==> src/cpu_reset_mode_map.vh <==
// register offsets, field positions, reset values and codes of the reset and mode control block
`ifndef CPU_RESET_MODE_MAP_VH
`define CPU_RESET_MODE_MAP_VH
// ****************************************************************
// register map
// ****************************************************************
`define CMC_INDEX 8'hFB
`define CMC_ADDR 12'h3EC
`define STAT_ADDR 12'h3F0
`define PC_ADDR 12'h3F4
`define VEC_HI_ADDR 16'hFFFF
`define VEC_LO_ADDR 16'hFFFE
// ****************************************************************
// mode register fields
// ****************************************************************
`define CMC_RESET 8'h18
`define CMC_FIXED_ONES 8'h18
`define CMC_BIT_MODE_LO 0
`define CMC_BIT_STACK 2
`define CMC_BIT_UNUSED 5
`define CMC_BIT_OSC_LO 6
`define MODE_SINGLE_CHIP 2'h0
`define OSC_8MHZ 2'h0
`define OSC_12MHZ 2'h1
`define OSC_16MHZ 2'h2
`define OSC_FORBIDDEN 2'h3
`define FLAGS_RESET 8'h04
`define FLAG_BIT_IRQ_DISABLE 2
`endif

==> src/cpu_reset_mode_control.v <==
// reset-time core state initialisation and cpu mode control register with apb access
//
// Behaviour
// - on reset release program counter high byte loads from top vector byte
// - program counter low byte loads from the byte just below it
// - after reset interrupt disable flag is 1, other flags undefined
// - processor mode 00 selects single-chip; other codes must not be used, yet a write stores any code in the mode field
// - stack page bit picks page 0 or 1, resets to 0
// - mode bit 5 ignores writes and reads as 0
// - clock switch field: 00 8MHz, 01 12MHz, 10 16MHz, 11 forbidden
//
// The APB interface to the registers was chosen for this implementation.
`timescale 1ns/100ps
`default_nettype none
`include "cpu_reset_mode_map.vh"
module cpu_reset_mode_control (
  input wire clk_sys, // system clock, 125 MHz
  input wire rst, // synchronous reset, active high
  input wire psel, // apb select
  input wire penable, // apb enable
  input wire pwrite, // apb direction
  input wire [11:0] paddr, // apb byte address
  input wire [31:0] pwdata, // apb write data
  input wire [3:0] pstrb, // apb byte strobes
  output wire pready, // apb ready
  output reg [31:0] prdata, // apb read data
  output wire pslverr, // apb error
  output wire [15:0] mem_addr, // vector memory address
  output wire mem_rd, // vector memory read strobe
  input wire [7:0] mem_rdata, // vector memory read data
  output reg [7:0] processor_flags_word, // status flags after reset
  output reg [7:0] program_counter_high, // program counter high byte
  output reg [7:0] program_counter_low, // program counter low byte
  output reg core_run, // core may fetch and execute
  output reg [1:0] processor_mode_field, // processor mode
  output reg stack_page_select, // stack page
  output reg [1:0] oscillator_frequency_select // declared main oscillator rate
);
  // ****************************************************************
  // vector fetch
  // ****************************************************************
  wire [15:0] vector;
  wire vec_done;
  vector_fetch u_vec (
    .clk_sys(clk_sys),
    .rst(rst),
    .mem_addr(mem_addr),
    .mem_rd(mem_rd),
    .mem_rdata(mem_rdata),
    .vector_ff(vector),
    .done_ff(vec_done)
  );
  always @(posedge clk_sys) begin
    if (rst) begin
      processor_flags_word <= `FLAGS_RESET;
      program_counter_high <= 8'h00;
      program_counter_low <= 8'h00;
      core_run <= 1'b0;
    end else if (vec_done && !core_run) begin
      program_counter_high <= vector[15:8];
      program_counter_low <= vector[7:0];
      core_run <= 1'b1;
    end
  end
  // ****************************************************************
  // mode register
  // ****************************************************************
  wire acc = psel && penable;
  wire wr_cmc = acc && pwrite && pstrb[0] && (paddr == `CMC_ADDR);
  reg [1:0] fixed_ff;
  always @(posedge clk_sys) begin
    if (rst) begin
      processor_mode_field <= `MODE_SINGLE_CHIP;
      stack_page_select <= 1'b0;
      fixed_ff <= 2'h3;
      oscillator_frequency_select <= `OSC_8MHZ;
    end else if (wr_cmc) begin
      processor_mode_field <= pwdata[1:0];
      stack_page_select <= pwdata[`CMC_BIT_STACK];
      fixed_ff <= pwdata[4:3];
      if (pwdata[7:6] != `OSC_FORBIDDEN)
        oscillator_frequency_select <= pwdata[7:6];
    end
  end
  wire [7:0] cmc_rd = {oscillator_frequency_select, 1'b0, fixed_ff, stack_page_select,
                       processor_mode_field};
  // ****************************************************************
  // apb read and answer
  // ****************************************************************
  assign pready = 1'b1;
  assign pslverr = acc && (paddr != `CMC_ADDR) && (paddr != `STAT_ADDR) && (paddr != `PC_ADDR);
  // read word captured in the setup cycle, so it stands through the zero-wait access phase
  always @(posedge clk_sys) begin
    if (rst) begin
      prdata <= 32'h00000000;
    end else if (psel && !penable) begin
      case (paddr)
        `CMC_ADDR: prdata <= {24'h000000, cmc_rd};
        `STAT_ADDR: prdata <= {23'h000000, core_run, processor_flags_word};
        `PC_ADDR: prdata <= {16'h0000, program_counter_high, program_counter_low};
        default: prdata <= 32'h00000000;
      endcase
    end
  end
endmodule
`default_nettype wire

==> src/vector_fetch.v <==
// sequencer that reads the two reset vector bytes from memory
`timescale 1ns/100ps
`default_nettype none
`include "cpu_reset_mode_map.vh"
module vector_fetch (
  input wire clk_sys, // system clock
  input wire rst, // synchronous reset, active high
  output reg [15:0] mem_addr, // memory read address
  output reg mem_rd, // memory read strobe
  input wire [7:0] mem_rdata, // memory read data, one cycle after strobe
  output reg [15:0] vector_ff, // assembled start address
  output reg done_ff // vector loaded
);
  // ****************************************************************
  // state machine
  // ****************************************************************
  localparam ST_HI = 2'h0;
  localparam ST_LO = 2'h1;
  localparam ST_WAIT = 2'h2;
  localparam ST_DONE = 2'h3;
  reg [1:0] state_ff;
  reg [1:0] nxt_state;
  always @* begin
    nxt_state = state_ff;
    mem_rd = 1'b0;
    mem_addr = 16'h0000;
    case (state_ff)
      ST_HI: begin
        mem_rd = 1'b1;
        mem_addr = `VEC_HI_ADDR;
        nxt_state = ST_LO;
      end
      ST_LO: begin
        mem_rd = 1'b1;
        mem_addr = `VEC_LO_ADDR;
        nxt_state = ST_WAIT;
      end
      ST_WAIT: nxt_state = ST_DONE;
      ST_DONE: nxt_state = ST_DONE;
      default: nxt_state = ST_HI;
    endcase
  end
  always @(posedge clk_sys) begin
    if (rst) begin
      state_ff <= ST_HI;
      vector_ff <= 16'h0000;
      done_ff <= 1'b0;
    end else begin
      state_ff <= nxt_state;
      if (state_ff == ST_LO)
        vector_ff[15:8] <= mem_rdata;
      if (state_ff == ST_WAIT) begin
        vector_ff[7:0] <= mem_rdata;
        done_ff <= 1'b1;
      end
    end
  end
endmodule
`default_nettype wire
==> config.mk <==
export PLATFORM = sky130hd
export DESIGN_NAME = cpu_reset_mode_control
export DESIGN_NICKNAME = d
export VERILOG_FILES = /design/src/cpu_reset_mode_control.v /design/src/vector_fetch.v
export VERILOG_INCLUDE_DIRS = /design/src
export SDC_FILE = /design/constraint.sdc
export NUM_CORES = 1
export LEC_CHECK = 0
export BUFFER_PORTS_ARGS = -buffer_cell sky130_fd_sc_hd__buf_2
export CORE_MARGIN = 2
export CORE_UTILIZATION = 44
export DETAILED_ROUTE_END_ITERATION = 10
export GPL_ROUTABILITY_DRIVEN = 1
export GPL_TIMING_DRIVEN = 0
export PLACE_DENSITY_LB_ADDON = 0.1
export SYNTH_ARGS = -nofsm -noshare
export SYNTH_HDL_FRONTEND = slang
export SYNTH_SLANG_ARGS = --single-unit
==> constraint.sdc <==
create_clock -name clk_sys -period 2.1 [get_ports clk_sys]
set_input_delay 0.525 -clock clk_sys [delete_from_list [all_inputs] [get_ports clk_sys]]
set_output_delay 0.525 -clock clk_sys [all_outputs]
set_load 0.01 [all_outputs]
# ---- Yosys cells after proc, flatten, opt, wreduce, memory -nomap -nowiden
# Index checks and enable logic that the tools add are counted.
dict set report op_classes {
  mux 4
  order_cmp 0
  mul 0
  n_reduce_logical 15
  eq_ne 10
  n_shift 0
  add_sub_neg 0
  div 0
  bitwise 0
}
# cell count
set op_table {}
lappend op_table {{16-bit one-hot mux with 3 select lines} 1}
lappend op_table {{12-bit by 10-bit equality test with 1-bit output, second input constant} 3}
lappend op_table {{12-bit by 10-bit != test with 1-bit output, second input constant} 3}
lappend op_table {{16-bit one-hot mux with 2 select lines} 1}
lappend op_table {{1-bit logical AND} 9}
lappend op_table {{2-bit one-hot mux with 3 select lines} 1}
lappend op_table {{2-bit equality test, second input constant} 2}
lappend op_table {{2-bit OR reduction} 2}
lappend op_table {{2-bit by 1-bit equality test with 1-bit output, second input constant} 1}
lappend op_table {{1-bit zero test} 2}
lappend op_table {{2-bit zero test} 1}
lappend op_table {{2-bit != test, second input constant} 1}
lappend op_table {{2-bit AND reduction} 1}
lappend op_table {{1-bit 2-to-1 mux} 1}
dict set report totals {
  out_inout_bits 81
  elab_cells 41
  latch_bits 0
  ramBits 0
  input_bits 61
  mem_bits_ro 0
  memories 0
  register_bits 75
}

# ---- Longest topological paths before layout
dict set report logic_depth {
  depth_word 5
  mapped_depth 5
  depth_no_buf 4
}

# ---- Modules after synthesis
# From an unflattened synthesis, not the netlist that was laid out.
dict set report hier_totals {
  cells_unflattened 298
  area_unflattened_um2 2670.1
}
# mod area_each_um2 cells_per_inst instances seq_area_each_um2
set by_module_without_submodules {}
lappend by_module_without_submodules {cpu_reset_mode_control 1780.5 210 1 800.8}
lappend by_module_without_submodules {vector_fetch 889.6 88 1 380.4}

# ---- Least setup slack after synthesis
# Ideal clock, no wire load.
dict set report synth_timing {
  kind {input -> register}
  startpoint {input port paddr[1]}
  endpoint {register oscillator_frequency_select[0]}
  path_buffers 1
  slack_ns 0.265
  setup_ns 0.058
  t_arrival_ns 1.777
  path_stages 5
  t_required_ns 2.042
  path_cell_list {or2_4 -> or4_1 -> buf_2 -> nor3_1 -> o221a_2}
}
dict set report synth_via {
  elab_chain_len 3
}
# element line
set synth_lines {}
lappend synth_lines {{start: declaration} cpu_reset_mode_control.v:22} ;# input wire [11:0] paddr,
lappend synth_lines {{12-bit by 10-bit equality test with 1-bit output} n/a}
lappend synth_lines {{1-bit logical AND} cpu_reset_mode_control.v:69} ;# wire wr_cmc = acc && pwrite && pstrb[0] && (paddr == `CMC_ADDR);
lappend synth_lines {{2-bit AND reduction (no line)} n/a}
lappend synth_lines {{end signal: assignment} cpu_reset_mode_control.v:76} ;# oscillator_frequency_select <= `OSC_8MHZ;
lappend synth_lines {{end signal: assignment} cpu_reset_mode_control.v:82} ;# oscillator_frequency_select <= pwdata[7:6];
lappend synth_lines {{end: declaration} cpu_reset_mode_control.v:37} ;# output reg [1:0] oscillator_frequency_select
# No other way between the ends.
# A chain may end at the register's enable or synchronous reset.

# ---- Worst setup path in the final report
dict set report layout_timing {
  startpoint {input port paddr[1]}
  endpoint {output port pslverr}
}
dict set report layout_via {
  elab_chain_len 4
  word_cells_on_any_way 6
  cone_classes {eq/ne: 3; reduce/logical: 3}
}
# element line
set layout_lines {}
lappend layout_lines {{12-bit by 10-bit != test with 1-bit output (no line)} n/a}
lappend layout_lines {{1-bit logical AND (2 in series)} cpu_reset_mode_control.v:91} ;# assign pslverr = acc && (paddr != `CMC_ADDR) && (paddr != `STAT_ADDR) && (paddr != `PC_ADDR);
lappend layout_lines {{1-bit logical AND (*)} cpu_reset_mode_control.v:91}
lappend layout_lines {{end: declaration} cpu_reset_mode_control.v:27} ;# output wire pslverr,
# Mark *: on every way between the ends. The rest lies on a longest branch, timed or not.

==> flow_summary.json <==
{
  "wire_per_inst_um": 11.36,
  "clockBufferDepth": 2,
  "mostFrequentLayoutCells": "buf_2, nand2_1, dfxtp_1",
  "postCtsHoldBufs": 0,
  "cp-startpoint": "paddr[1]",
  "swShare_pct": 24.79,
  "synthCells": 304,
  "cellPowerDensity_nw_per_um2": 721.4,
  "critical-path-top-delay-family": "simple AND/OR/NAND/NOR gates",
  "dieWidth_um": 79.74,
  "p_leak_uw": 0.001536,
  "detail_route.first_pass.iterations": 4,
  "power.share.sequential_pct": 49.3,
  "grt_pass1_vias": 1951,
  "ys_seq_elements": 59,
  "grt_setup_unrepaired": "no",
  "initial_core_util_pct": 45.83,
  "setup_violations": 0,
  "dpl.hpwl_um": 4387,
  "max_cap_viol_count": 0,
  "met3_usage_pct": 5.656,
  "max_stage_delay_ps": 310,
  "worst_pin_slew_ps": 594.5,
  "drt-vias-per-instance": 4.540,
  "p_sw_uw": 591.7,
  "grt_pass1_wl_um": 9149,
  "cp.required_ps": 1570,
  "crit_path_frequent_cell": "buf_2",
  "finalMaxSlewViolations": 0,
  "multi_input_area_sq_um": 1041,
  "crit_arrival_ps": 1450,
  "register_area_sq_um": 1181,
  "rows": 27,
  "whs_ps": 430.7,
  "tritoncts": "done",
  "grt.busiest_layer": "met2",
  "min_from": "pwdata[4]",
  "die_area_sq_um": 6358,
  "dp.cells": 486,
  "yosysSeqAreaShare_pct": 46.80,
  "routabilityCongestion": 0.8357,
  "grt_max_degree": 19,
  "clkPwrFrac_pct": 37.1,
  "ys_warn_count": 0,
  "n_fill_cell": 564,
  "skew_ps": 3.520,
  "avgSynthCellArea_sq_um": 8.302,
  "crit_type": "in -> out",
  "drt_wl_total_um": 5703,
  "p_int_uw": 1795,
  "die_h_um": 79.74,
  "htreeDepth": 3,
  "final_util_pct": 60.08,
  "syn-cell-area_sq_um": 2524,
  "drtIter0Drc": 83,
  "postCtsSetupBuffers": 0,
  "numCtsBuffers": 9,
  "cp_slowest_cell": "nor3_1",
  "peakVddDrop_mv": 0.5601,
  "antenna_found_initial": 0,
  "hp-class": "in -> reg",
  "clkSlewWorstSetupHoldPaths_ps": 60,
  "path_buf_inv": 2,
  "cts.sinks": 59,
  "critPathLaunchType": "input pin",
  "finalCriticalPeriod_ps": 1976,
  "cts-root-buf": "clkbuf_8",
  "maxSlewHeadroom_pct": 60.22,
  "finalHoldViolCount": 0,
  "antenna_cells": 0,
  "insertion_delay_ps": 330,
  "r2r-start": "u_vec.state_ff[1]$_SDFF_PP0_",
  "grtUsageTotal_pct": 18.66,
  "cts_resized": 0,
  "use_met2_pct": 28.74,
  "crit_chain": "buf_2, or2_4, nor3_1, a21oi_1, buf_2",
  "pin_count": 142,
  "drive_above_1_share_pct": 34.65,
  "drc_errors": 0,
  "grt-ovfl-total": 0,
  "io_buffers": 87,
  "coreArea_sq_um": 5507,
  "end_kind": "output pin",
  "ant_nets": 0,
  "p_comb_share_pct": 13.6,
  "tns_ps": 0,
  "use_met1_pct": 24.24,
  "status": "finished, final reports clean",
  "final_cells": 502,
  "dr_total_vias": 2279,
  "layout_commonest_cell": "buf_2",
  "crit_fanout": 4,
  "area_delta_synth_final_pct": 31.09,
  "yosysUniqueCellTypes": 29,
  "nNetsFinal": 486,
  "fmax_mhz": 506.1,
  "fin_crit_sh_pct": 94.10
}
[metrics by stage]
| stage | worst slack [ps] | total power, uW | area [sq um] |
|---|---|---|---|
| 6_report | 124.0 | 2387 | 3308 |
| 5_1_grt | 28.82 | 2497 | 3308 |
| 4_1_cts | 116.9 | 2416 | 3308 |
| 3_5_place_dp | 71.72 | 1525 | 3136 |
| 3_3_place_gp | 107.9 | 1522 | 3136 |
| 2_1_floorplan | 264.7 | 1418 | 2610 |
[cell type report]
class,count,area share [%]
Sequential cell,59,35.70
Multi-Input combinational cell,207,31.47
Timing Repair Buffer,87,13.16
Buffer,57,11.27
Clock buffer,14,4.917
Tap cell,72,2.723
Inverter,4,0.4539
Clock inverter,2,0.3026
[path summary, 6_finish.rpt]
path                            slack [ps]  cells after the start                                   end
worst min register to register         450                      2  program_counter_high[0]$_SDFFE_PP0P_
worst min-delay path                   430                      3              fixed_ff[1]$_SDFFE_PP1P_
worst max register to register         630                      4       u_vec.vector_ff[5]$_SDFFE_PP0N_
worst max-delay path                   120                      5                               pslverr
[flip-flops by register name (all words and copies together) (netlist names)]
signal,count
core_run,1
fixed_ff,2
oscillator_frequency_select,2
prdata,16
processor_mode_field,2
program_counter_high,8
program_counter_low,8
stack_page_select,1
u_vec.done_ff,1
u_vec.state_ff,2
u_vec.vector_ff,16
[metal layers]
metal	vias up	part of all wire (%)
met3	4	7.0
met1	1002	48
met4	0	0.65
met5	-	0
met2	73	45
li1	1200	-
[Yosys cell counts]
cell / number / area share (%)
nand2_1: 69 / 10
dfxtp_1: 59 / 47
buf_4: 40 / 12
a21oi_1: 38 / 7.5
nor2_1: 15 / 2.2
clkbuf_1: 12 / 1.8
o21ai_0: 11 / 2.2
nand3_1: 9 / 1.8
a22o_1: 8 / 2.8
a221oi_1: 6 / 2.1
nand2b_1: 5 / 1.2
inv_1: 4 / 0.59
nor2b_1: 4 / 0.99
buf_2: 3 / 0.59
nor3_1: 3 / 0.59
conb_1: 2 / 0.30
nand3b_1: 2 / 0.59
nand4_1: 2 / 0.50
o221a_2: 2 / 0.89
and3_1: 1 / 0.25
buf_1: 1 / 0.15
dlygate4sd1_1: 1 / 0.35
mux2_2: 1 / 0.45
nand4bb_4: 1 / 1.1
nor4_1: 1 / 0.25
nor4_4: 1 / 0.84
o2bb2ai_1: 1 / 0.35
or2_4: 1 / 0.35
or4_1: 1 / 0.30
[cells by family (layout without fill, tap and decap cells)]
group | Yosys count | after routing | synth area share (%)
compound gates | 66 | 66 | 15.82
buf+inv | 61 | 164 | 15.37
flops | 59 | 59 | 46.80
other cells | 2 | 25 | 0.2976
mux | 1 | 1 | 0.4462
simple gates | 115 | 115 | 21.27
[tightest hold or removal path, cell delays in order]
cell     delay, ps
buf_2           80
nand3_1         50
nand3_1         70
[power by group through the flow]
stage / logic (uW) / clock network [uW] / registers (uW)
2_1_floorplan: 215 / 0 / 1200
3_3_place_gp: 321 / 0 / 1200
3_5_place_dp: 324 / 0 / 1200
4_1_cts: 325 / 913 / 1180
5_1_grt: 361 / 955 / 1180
6_report: 325 / 885 / 1180
(Power assumes the default switching activity.)
